File: config.mk
export PLATFORM = sky130hd
export DESIGN_NAME = wdt_halt_ctrl
export DESIGN_NICKNAME = d
export VERILOG_FILES = /design/src/verilog/wdt_halt_pkg.sv /design/src/verilog/wdt_halt_ctrl.sv
export SDC_FILE = /design/constraint.sdc
export NUM_CORES = 1
export LEC_CHECK = 0
export BUFFER_PORTS_ARGS = -buffer_cell sky130_fd_sc_hd__buf_2
export CAP_MARGIN = 20
export CORE_MARGIN = 10
export CORE_UTILIZATION = 35
export CTS_CLUSTER_DIAMETER = 40
export CTS_CLUSTER_SIZE = 24
export DETAILED_ROUTE_END_ITERATION = 10
export GPL_ROUTABILITY_DRIVEN = 0
export PLACE_DENSITY = 0.56
export SYNTH_ARGS = -nofsm -noshare
export SYNTH_HDL_FRONTEND = slang
export SYNTH_SLANG_ARGS = --single-unit
File: constraint.sdc
create_clock -name clk_sys_in -period 2.45 [get_ports clk_sys_in]
set_input_delay 0.735 -clock clk_sys_in [delete_from_list [all_inputs] [get_ports clk_sys_in]]
set_output_delay 0.735 -clock clk_sys_in [all_outputs]
set_load 0.05 [all_outputs]
File: src/verilog/wdt_halt_pkg.sv
// Shared constants, types and register map of the watchdog, halt and reset controller
package wdt_halt_pkg;

   // Register offsets
   localparam logic [7:0] WDT_CTRL_OFF  = 8'h09;
   localparam logic [7:0] RST_FLAGS_OFF = 8'h0A;
   localparam logic [7:0] INT_CTRL_OFF  = 8'h0B;
   localparam logic [7:0] TMR_CTRL_OFF  = 8'h0E;
   localparam logic [7:0] PA_DATA_OFF   = 8'h12;
   localparam logic [7:0] PA_DIR_OFF    = 8'h13;

   // Reset values and writable masks
   localparam logic [7:0] WDT_CTRL_RST     = 8'h07;
   localparam logic [7:0] INT_CTRL_RST     = 8'h00;
   localparam logic [7:0] INT_CTRL_RW_MASK = 8'h37;
   localparam logic [7:0] TMR_CTRL_RST     = 8'h08;
   localparam logic [7:0] TMR_CTRL_RW_MASK = 8'hDF;
   localparam logic [7:0] PORT_RST         = 8'hFF;

   // Field positions
   localparam int WDT_SEL_LSB = 0;
   localparam int WDT_SEL_W   = 3;
   localparam int TO_BIT      = 5;
   localparam int PD_BIT      = 4;

   // Timing counts in system clock cycles and watchdog divider widths in bits
   localparam int INSTR_DIV       = 4;
   localparam int BASE_DIV_BITS   = 8;
   localparam int PRESC_BITS      = 7;
   localparam int SST_CYCLES      = 1024;
   localparam int OPT_LOAD_CYCLES = 16;

   typedef enum logic [2:0] {
      ST_RESET    = 3'b000,
      ST_OPT_LOAD = 3'b001,
      ST_STARTUP  = 3'b010,
      ST_RUN      = 3'b011,
      ST_HALT     = 3'b100
   } pm_state_t;

   typedef enum logic [1:0] {
      WAKE_NONE = 2'b00,
      WAKE_PORT = 2'b01,
      WAKE_IRQ  = 2'b10,
      WAKE_WDT  = 2'b11
   } wake_src_t;

   typedef struct packed {
      logic [7:0] addr;
      logic [7:0] wdata;
      logic       wr;
      logic       rd;
   } reg_req_t;

   typedef struct packed {
      logic       wdt_enable;
      logic       src_rc;
      logic       paired_clear;
      logic [7:0] pa_wake_en;
   } opt_t;

   typedef struct packed {
      logic single_clear;
      logic first_clear;
      logic second_clear;
      logic halt;
   } cpu_instr_t;

endpackage : wdt_halt_pkg

File: src/verilog/wdt_halt_ctrl.sv
// Watchdog, power-down, wake-up and reset sequencing for the 8-bit core
//
// The implementer's own choice: the address-and-strobe port.
`timescale 1ns/100ps
module wdt_halt_ctrl #(
   parameter int N_IRQ = 2
) (
   input  wire logic                    clk_sys_in,
   input  wire logic                    sys_rst_in,
   input  wire wdt_halt_pkg::reg_req_t  reg_req_in,
   output logic [7:0]                   rd_data_out,
   input  wire wdt_halt_pkg::opt_t      opt_in,
   input  wire wdt_halt_pkg::cpu_instr_t instr_in,
   input  wire logic                    rc_tick_in,
   input  wire logic                    ext_reset_n_in,
   input  wire logic [7:0]              pa_pins_in,
   input  wire logic [N_IRQ-1:0]        irq_req_in,
   input  wire logic [N_IRQ-1:0]        irq_enabled_in,
   input  wire logic                    stack_full_in,
   output logic                         sys_osc_on_out,
   output logic                         cpu_run_out,
   output logic                         chip_reset_out,
   output logic                         pc_sp_clear_out,
   output logic                         resume_next_out,
   output logic                         irq_take_out,
   output logic                         timeout_flag_out,
   output logic                         powerdown_flag_out,
   output logic [7:0]                   watchdog_control_reg_out,
   output logic [7:0]                   timer_control_reg_out,
   output logic [7:0]                   interrupt_control_reg_out,
   output logic [7:0]                   pa_data_out,
   output logic [7:0]                   pa_dir_out
);
   import wdt_halt_pkg::*;

   localparam int CNT_W = BASE_DIV_BITS + PRESC_BITS;

   function automatic logic [PRESC_BITS-1:0] presc_mask(input logic [WDT_SEL_W-1:0] sel);
      presc_mask = PRESC_BITS'((1 << sel) - 1);
   endfunction : presc_mask

   pm_state_t             state;
   wake_src_t             wake_src;
   logic [1:0]            instr_div;
   logic [CNT_W-1:0]      wdt_cnt;
   logic [10:0]           seq_cnt;
   logic [7:0]            pa_prev;
   logic [N_IRQ-1:0]      irq_masked;
   logic                  seen_first;
   logic                  seen_second;
   logic                  wdt_tick;
   logic                  wdt_ovf;
   logic                  wdt_clear;
   logic                  clear_hit;
   logic                  pin_low;
   logic                  halt_go;
   logic                  port_wake;
   logic                  irq_wake;
   logic                  chip_rst_ev;
   logic                  warm_rst_ev;
   logic [WDT_SEL_W-1:0]  wdt_sel;

   assign pin_low = !ext_reset_n_in;
   assign wdt_sel = watchdog_control_reg_out[WDT_SEL_LSB +: WDT_SEL_W];
   assign halt_go = (state == ST_RUN) && instr_in.halt;

   // Instruction clock only runs while the system oscillator does
   always_ff @(posedge clk_sys_in) begin
      if (sys_rst_in || state == ST_HALT) begin
         instr_div <= 2'h0;
      end else begin
         instr_div <= 2'(instr_div + 2'h1);
      end
   end

   always_comb begin
      wdt_tick = 1'b0;
      if (opt_in.wdt_enable && (state == ST_RUN || state == ST_HALT)) begin
         if (opt_in.src_rc) begin
            wdt_tick = rc_tick_in;
         end else begin
            wdt_tick = (instr_div == 2'(INSTR_DIV - 1)) && (state == ST_RUN);
         end
      end
   end

   // Overflow when base stage wraps and the selected prescale taps are full
   assign wdt_ovf = wdt_tick && (wdt_cnt[BASE_DIV_BITS-1:0] == '1)
                    && ((wdt_cnt[CNT_W-1:BASE_DIV_BITS] & presc_mask(wdt_sel))
                        == presc_mask(wdt_sel));

   always_comb begin
      clear_hit = 1'b0;
      if (opt_in.wdt_enable && state == ST_RUN) begin
         if (!opt_in.paired_clear) begin
            clear_hit = instr_in.single_clear;
         end else begin
            clear_hit = (seen_first || instr_in.first_clear)
                        && (seen_second || instr_in.second_clear);
         end
      end
   end

   assign wdt_clear = pin_low || clear_hit || halt_go;

   // Paired clear progress; cleared only by a completed clear or any reset
   always_ff @(posedge clk_sys_in) begin
      if (sys_rst_in || chip_rst_ev || warm_rst_ev || clear_hit) begin
         seen_first  <= 1'b0;
         seen_second <= 1'b0;
      end else if (opt_in.wdt_enable && opt_in.paired_clear && state == ST_RUN) begin
         if (instr_in.first_clear) begin
            seen_first <= 1'b1;
         end
         if (instr_in.second_clear) begin
            seen_second <= 1'b1;
         end
      end
   end

   always_ff @(posedge clk_sys_in) begin
      if (sys_rst_in || wdt_clear || wdt_ovf || state != ST_RUN && state != ST_HALT) begin
         wdt_cnt <= '0;
      end else if (wdt_tick) begin
         wdt_cnt <= CNT_W'(wdt_cnt + 1'b1);
      end
   end

   // Wake sources; interrupts pending at halt entry are masked off
   always_ff @(posedge clk_sys_in) begin
      if (sys_rst_in) begin
         irq_masked <= '0;
      end else if (halt_go) begin
         irq_masked <= irq_req_in;
      end
   end

   always_ff @(posedge clk_sys_in) begin
      if (sys_rst_in) begin
         pa_prev <= 8'hFF;
      end else begin
         pa_prev <= pa_pins_in;
      end
   end

   assign port_wake = |(pa_prev & ~pa_pins_in & opt_in.pa_wake_en);
   assign irq_wake  = |(irq_req_in & ~irq_masked);

   assign chip_rst_ev = pin_low && state != ST_RESET
                        || wdt_ovf && state == ST_RUN;
   assign warm_rst_ev = wdt_ovf && state == ST_HALT;

   always_ff @(posedge clk_sys_in) begin
      if (sys_rst_in) begin
         state    <= ST_OPT_LOAD;
         seq_cnt  <= '0;
         wake_src <= WAKE_NONE;
      end else begin
         case (state)
            ST_RESET: begin
               seq_cnt <= '0;
               if (!pin_low) begin
                  state <= ST_OPT_LOAD;
               end
            end
            ST_OPT_LOAD: begin
               if (pin_low) begin
                  state <= ST_RESET;
               end else if (seq_cnt == 11'(OPT_LOAD_CYCLES - 1)) begin
                  state   <= ST_STARTUP;
                  seq_cnt <= '0;
               end else begin
                  seq_cnt <= 11'(seq_cnt + 11'h1);
               end
            end
            ST_STARTUP: begin
               if (pin_low) begin
                  state <= ST_RESET;
               end else if (seq_cnt == 11'(SST_CYCLES - 1)) begin
                  state    <= ST_RUN;
                  seq_cnt  <= '0;
                  wake_src <= WAKE_NONE;
               end else begin
                  seq_cnt <= 11'(seq_cnt + 11'h1);
               end
            end
            ST_RUN: begin
               seq_cnt <= '0;
               if (chip_rst_ev) begin
                  state <= pin_low ? ST_RESET : ST_OPT_LOAD;
               end else if (halt_go) begin
                  state <= ST_HALT;
               end
            end
            ST_HALT: begin
               seq_cnt <= '0;
               if (pin_low) begin
                  state <= ST_RESET;
               end else if (warm_rst_ev) begin
                  state    <= ST_STARTUP;
                  wake_src <= WAKE_WDT;
               end else if (irq_wake) begin
                  state    <= ST_STARTUP;
                  wake_src <= WAKE_IRQ;
               end else if (port_wake) begin
                  state    <= ST_STARTUP;
                  wake_src <= WAKE_PORT;
               end
            end
            default: begin
               state <= ST_RESET;
            end
         endcase
      end
   end

   // Resume decision made as the dummy wait ends
   always_ff @(posedge clk_sys_in) begin
      if (sys_rst_in) begin
         resume_next_out <= 1'b0;
         irq_take_out    <= 1'b0;
      end else begin
         resume_next_out <= 1'b0;
         irq_take_out    <= 1'b0;
         if (state == ST_STARTUP && !pin_low && seq_cnt == 11'(SST_CYCLES - 1)) begin
            if (wake_src == WAKE_PORT) begin
               resume_next_out <= 1'b1;
            end else if (wake_src == WAKE_IRQ) begin
               if (|(irq_req_in & irq_enabled_in) && !stack_full_in) begin
                  irq_take_out <= 1'b1;
               end else begin
                  resume_next_out <= 1'b1;
               end
            end
         end
      end
   end

   always_ff @(posedge clk_sys_in) begin
      if (sys_rst_in) begin
         chip_reset_out  <= 1'b1;
         pc_sp_clear_out <= 1'b1;
      end else begin
         chip_reset_out  <= chip_rst_ev;
         pc_sp_clear_out <= chip_rst_ev || warm_rst_ev;
      end
   end

   // Reset-cause flags; hardware events order: reset kinds, halt, clear
   always_ff @(posedge clk_sys_in) begin
      if (sys_rst_in) begin
         timeout_flag_out   <= 1'b0;
         powerdown_flag_out <= 1'b0;
      end else if (state == ST_HALT && pin_low) begin
         timeout_flag_out   <= 1'b0;
         powerdown_flag_out <= 1'b1;
      end else if (warm_rst_ev) begin
         timeout_flag_out   <= 1'b1;
         powerdown_flag_out <= 1'b1;
      end else if (wdt_ovf && state == ST_RUN) begin
         timeout_flag_out <= 1'b1;
      end else if (halt_go) begin
         timeout_flag_out   <= 1'b0;
         powerdown_flag_out <= 1'b1;
      end else if (opt_in.wdt_enable && state == ST_RUN && !opt_in.paired_clear
                   && instr_in.single_clear) begin
         powerdown_flag_out <= 1'b0;
      end
   end

   // Register file; defaults reload on every reset but the warm one
   always_ff @(posedge clk_sys_in) begin
      if (sys_rst_in || chip_rst_ev) begin
         watchdog_control_reg_out  <= WDT_CTRL_RST;
         timer_control_reg_out     <= TMR_CTRL_RST;
         interrupt_control_reg_out <= INT_CTRL_RST;
         pa_data_out               <= PORT_RST;
         pa_dir_out                <= PORT_RST;
      end else if (reg_req_in.wr && state != ST_HALT) begin
         case (reg_req_in.addr)
            WDT_CTRL_OFF: watchdog_control_reg_out <= reg_req_in.wdata;
            TMR_CTRL_OFF: timer_control_reg_out <= reg_req_in.wdata & TMR_CTRL_RW_MASK;
            INT_CTRL_OFF: interrupt_control_reg_out <= reg_req_in.wdata & INT_CTRL_RW_MASK;
            PA_DATA_OFF:  pa_data_out <= reg_req_in.wdata;
            PA_DIR_OFF:   pa_dir_out <= reg_req_in.wdata;
            default: begin
            end
         endcase
      end
   end

   always_ff @(posedge clk_sys_in) begin
      if (sys_rst_in) begin
         rd_data_out <= 8'h00;
      end else if (reg_req_in.rd) begin
         case (reg_req_in.addr)
            WDT_CTRL_OFF:  rd_data_out <= watchdog_control_reg_out;
            RST_FLAGS_OFF: rd_data_out <= 8'((timeout_flag_out << TO_BIT)
                                             | (powerdown_flag_out << PD_BIT));
            INT_CTRL_OFF:  rd_data_out <= interrupt_control_reg_out;
            TMR_CTRL_OFF:  rd_data_out <= timer_control_reg_out;
            PA_DATA_OFF:   rd_data_out <= pa_data_out;
            PA_DIR_OFF:    rd_data_out <= pa_dir_out;
            default:       rd_data_out <= 8'h00;
         endcase
      end else begin
         rd_data_out <= 8'h00;
      end
   end

   assign sys_osc_on_out = (state != ST_HALT);
   assign cpu_run_out    = (state == ST_RUN);
endmodule : wdt_halt_ctrl

---- After elaboration in Yosys (flattened, before gate mapping) ----
Cells that the tools add are included.
storage, ports and cells
  bits of input ports ..................... 50
  memories ................................ 0
  bits in registers ....................... 95
  memory bits (read-only) ................. 0
  logic and storage cells ................. 171
  memory bits (writable) .................. 0
  bits in latches ......................... 0
cells by class
  multiplexer cells ....................... 42
  equal/unequal tests ..................... 30
  shifts and indexed selects .............. 1
  divide/modulo/power cells ............... 0
  multipliers ............................. 0
  add/sub/neg operators ................... 4
  reductions and logical operators ........ 62
  order comparisons ....................... 0
  bitwise logic cells ..................... 11
operators by type and width
  operator                                          number
  case mux 8 bit (6 select lines)                   1
  two-way mux 11 bit                                4
  two-way mux 3 bit                                 11
  case mux 11 bit (3 select lines)                  1
  == test 8 x 4 -> 1 bit (second input constant)    4
  logical AND 1 bit                                 20
  two-way mux 1 bit                                 17
  AND 8 bit                                         2
  == test 8 x 5 -> 1 bit (second input constant)    2
  AND reduction 2 bit                               8
  adder 15 x 1 -> 15 bit (second input constant)    1
  case mux 3 bit (5 select lines)                   1
  logical OR 1 bit                                  14
  two-way mux 2 bit                                 6
  adder 11 x 1 -> 11 bit (second input constant)    1
  == test 11 x 10 -> 1 bit (second input constant)  1
  == test 11 x 4 -> 1 bit (second input constant)   1
  AND reduction 5 bit                               2
  OR reduction 2 bit                                5
  != test 3 bit (second input constant)             3
  nonzero test 3 bit                                3
  == test 8 bit (second input constant)             1
  != test 2 bit (second input constant)             4
  inverter 8 bit                                    1
  other kinds (28)                                  36

---- Longest topological paths before layout ----
  depth in word-level cells ............... 11
  gate-level depth with buffers ........... 13

---- Worst setup path after synthesis ----
OpenSTA, ideal clock, no wires.
  path kind ............................... flip-flop to flip-flop
  from .................................... register watchdog_control_reg_out[1]
  to ...................................... register wdt_cnt[5]
  stages on the path, launching flop included .. 14
  data arrival time ....................... 2.852 ns
  buffers on the path ..................... 4
  clock period less this slack ............ 2.916 ns
  setup slack ............................. -0.466 ns
  path through ............................ dfxtp_1 > buf_2 > nor3_1 > inv_1 > ha_1 > nor4b_2 > a31oi_1 > a21o_1 > and3_1 > buf_6 > or4_4 > buf_6 > buf_12 > nor2_4
on the way
  cells in the longest elaborated chain, start to end .. 7
RTL lines
  what                                line                  RTL
  start, declared                     wdt_halt_ctrl.sv:28   output logic [7:0] watchdog_control_reg_out,
  start signal, assigned              wdt_halt_ctrl.sv:281  WDT_CTRL_OFF: watchdog_control_reg_out <= reg_req_in.wdata;
  left shift 1 x 3 -> 7 bit (*)       wdt_halt_ctrl.sv:39   presc_mask = PRESC_BITS'((1 << sel) - 1);
  subtractor 7 x 2 -> 7 bit (*)       wdt_halt_ctrl.sv:39
  AND 7 bit                           wdt_halt_ctrl.sv:89   && ((wdt_cnt[CNT_W-1:BASE_DIV_BITS] & presc_mask(wdt_sel))
  == test 7 bit (*)                   wdt_halt_ctrl.sv:90   == presc_mask(wdt_sel));
  logical AND 1 bit (*)               wdt_halt_ctrl.sv:89
  logical OR 1 bit (*) (2 in series)  wdt_halt_ctrl.sv:122  if (sys_rst_in || wdt_clear || wdt_ovf || state != ST_RUN && state != ST_HALT) begin
  end signal, assigned                wdt_halt_ctrl.sv:125  wdt_cnt <= CNT_W'(wdt_cnt + 1'b1);
  end, declared                       wdt_halt_ctrl.sv:45   logic [CNT_W-1:0] wdt_cnt;
Mark *: on every way between the ends. The rest lies on a longest branch, timed or not.
A chain may end at the register's enable or synchronous reset.

---- Final worst setup path ----
  from .................................... register state[2]
  to ...................................... output sys_osc_on_out
on the way
  cells in the longest elaborated chain, start to end .. 1
RTL lines
  what                    line                  RTL
  start, declared         wdt_halt_ctrl.sv:42   pm_state_t state;
  start signal, assigned  wdt_halt_ctrl.sv:190  state <= pin_low ? ST_RESET : ST_OPT_LOAD;
  != test 3 bit           wdt_halt_ctrl.sv:311  assign sys_osc_on_out = (state != ST_HALT);
  end, declared           wdt_halt_ctrl.sv:20   output logic sys_osc_on_out,
Every way passes these cells.

==> summary.md <==
| Metric | Value |
|---|---|
| Status | complete, no violations |
| Critical path class | flip-flop to output pin |
| First-pass GRT wire length | 20,610 um |
| Max stage delay on crit path | 0.49 ns |
| Placement row count | 41 |
| Multi-input gate area | 0.002422 mm^2 |
| Initial antenna violation count | 0 |
| CP endpoint kind | output pin |
| Synthesis Warnings | 0 |
| Dpl hpwl | 9713 um |
| Min-delay worst type | flip-flop to flip-flop |
| Most common cell after layout, fill and taps aside | buf_2 |
| Fillers | 1,273 |
| VDD IR max | 0.2641 mV |
| Clock Skew | 0.006870 ns |
| Total Wirelength | 12,470 um |
| Crit path launch type | flip-flop |
| Initial core utilization | 35.57% |
| CP Data Required Time | 1.71 ns |
| WP buf/inv | 2 |
| Max Cap Viol | 0 |
| Clk sink count | 95 |
| DRC viols | 0 |
| RSZ-0062 raised after global routing | false |
| Total power | 3260 uW |
| Clock Latency Late Sink | 0.35 ns |
| FF+latch count, synth | 95 |
| Die area | 0.01763 mm^2 |
| EDFF count, synth | 0 |
| Final net count | 688 |
| Register area share after synthesis | 42.72% |
| Tmin final | 2.316 ns |
| Clk pin slew, worst setup/hold paths | 0.07 ns |
| Layout cells sized above 1 | 32.39% |
| Crit path arrival time | 1.58 ns |
| Crit-path slowest cell | dfxtp_1 |
| Pwr Density | 569.9 mW/mm^2 |
| Num CTS Buffers | 9 |
| Vias per cell | 4.993 |
| Core area | 0.01252 mm^2 |
| Worst-path maximum fanout | 11 |
| Commonest non-fill, non-tap cells in the layout | 101 x buf_2, 92 x dfxtp_1, 70 x nand2_1, 51 x nor2_1, 38 x buf_4 |
| Max H-tree Level | 3 |
| Longest Clk Path Bufs | 2 |
| Via Count | 4,049 |
| Antenna Cells | 0 |
| CP top delay family | flip-flops |
| Synthesized cell area | 0.004452 mm^2 |
| Drt first pass iters | 5 |
| Synth-to-Final Area Change | 28.50% |
| FF/Latch Area | 0.001913 mm^2 |
| Total grt overflow | 0 |
| Crit path cell chain | nor3b_2 -> inv_2 -> buf_2 |
| Fraction of registers with async set/reset | 0% |
| Syn_area_per_cell | 8.833 um^2 |
| Starting DRT DRC Count | 288 |
| Post-Syn Instances | 504 |
| P_leak | 0.002355 uW |
| Largest net degree at the start of global routing | 21 |
| Fmax | 431.7 MHz |
| Most used DFF post-synth | dfxtp_1 |
| Vias in the first global route | 4,075 |
| TritonCTS clock tree | yes |
| All-Layer GR Usage | 14.20% |
| Routed len/inst | 15.37 um |
| Final Hold Fails | 0 |
| Synth unique cells | 61 |
| Die Ht | 132.8 um |
| Slew Limit Fails | 0 |
| Endpoints failing setup | 0 |
| Hold buffer count at CTS | 0 |
| Final core occ | 45.70% |
| CTS Root Cell | clkbuf_16 |
| Final ANT Viol Nets | 0 |
| Final Cycle Share | 94.54% |
| Io pins | 106 |
| IO buf count | 101 |
| Fin Hold WS | 0.4303 ns |
| Die width | 132.8 um |
-- layout make-up --
| class | instances | area share (%) |
|---|---|---|
| inverter | 9 | 0.6343 |
| clock buffer | 9 | 3.937 |
| clock inverter | 7 | 0.9624 |
| sequential | 95 | 33.44 |
| tap | 172 | 3.762 |
| multi-input combinational | 376 | 42.34 |
| timing repair buffer | 143 | 14.92 |
-- kinds of logic (layout without fill, tap and decap cells) --
logic type / after synthesis / in the layout / share of synthesized area [%]
AND/OR/NAND/NOR: 245 / 245 / 29.62
flip-flops: 95 / 95 / 42.72
AO/OA/AOI/OAI: 75 / 75 / 11.75
buffers and inverters: 36 / 168 / 4.413
multiplexers: 26 / 26 / 5.958
XOR/XNOR: 22 / 22 / 4.328
adder cells (fa/ha/maj): 4 / 4 / 1.124
other: 1 / 4 / 0.08424
-- repair_timing --
item / 4_1_cts / 5_1_grt
gates resized for setup: 5 / 3
pin swaps: 1 / 1
hold endpoints to repair: 0 / 0
setup endpoints to repair: 40 / 16
setup buffers: 3 / 0
-- state kept, by name, indices dropped and copies added (netlist names) --
signal and cells:
pa_data_out 8, irq_masked 2, pa_dir_out 8, pa_prev 8
seen_first 1, wake_src 2, watchdog_control_reg_out 8, timer_control_reg_out 7
powerdown_flag_out 1, timeout_flag_out 1, resume_next_out 1, seen_second 1
irq_take_out 1, interrupt_control_reg_out 5, seq_cnt 11, instr_div 2
chip_reset_out 1, state 3, wdt_cnt 15, pc_sp_clear_out 1
rd_data_out 8
-- through the flow --
step / cells / setup TNS (ns) / setup slack (ns) / area (um^2)
6_report: 811 / 0 / 0.1338 / 5720
5_1_grt: 811 / 0 / 0.04753 / 5720
4_1_cts: 811 / 0 / 0.007335 / 5712
3_5_place_dp: 792 / -2.048 / -0.1643 / 5380
3_3_place_gp: 792 / -1.292 / -0.08810 / 5380
2_1_floorplan: 507 / -0.6632 / -0.06359 / 4542
-- synthesized netlist by cell type (9+ instances only) --
master / n / area, um^2
dfxtp_1: 95 / 1902
nand2_1: 70 / 262.8
nor2_1: 51 / 191.4
nand3_1: 32 / 160.2
a21oi_1: 22 / 110.1
mux2i_1: 22 / 220.2
xor2_1: 14 / 122.6
and3_1: 11 / 68.82
buf_2: 10 / 50.05
clkbuf_1: 10 / 37.54
nor2_4: 10 / 112.6
nand2b_1: 9 / 56.30
nor3_1: 9 / 45.04
or2_2: 9 / 56.30
-- worst paths after layout --
| check | start | to | slack, ns | cells after the start |
|---|---|---|---|---|
| worst max register to register | watchdog_control_reg_out[2] | powerdown_flag_out | 0.16 | 9 |
| worst min-delay path | instr_div[0] | instr_div[0] | 0.43 | 1 |
| worst max-delay path | state[2] | sys_osc_on_out | 0.13 | 3 |
| worst min register to register | instr_div[0] | instr_div[0] | 0.43 | 1 |
-- per-layer routing --
layer | track usage [%] | wire length [um] | up-vias
li1 | - | - | 2028
met1 | 16.73 | 5412 | 1916
met2 | 24.10 | 6205 | 88
met3 | 3.028 | 610 | 17
met4 | 6.479 | 240 | 0
met5 | 0 | 0 | -
-- where the power goes --
group / internal, uW / switching (uW) / leakage [uW] / total (uW)
Combinational: 135 / 200 / 0.00145 / 335
Clock: 701 / 636 / 0.000133 / 1340
Sequential: 1570 / 20.4 / 0.000770 / 1590
-- worst register-to-register path, cell delays in order, from the launching register on --
cell	delay [ns]
dfxtp_4	0.36
nor3_4	0.20
inv_2	0.06
ha_4	0.25
o22ai_1	0.09
a2111oi_2	0.40
buf_4	0.18
and3_4	0.20
mux2_2	0.34
a21oi_1	0.14
No activity file was read; power rests on OpenSTA's default activity.
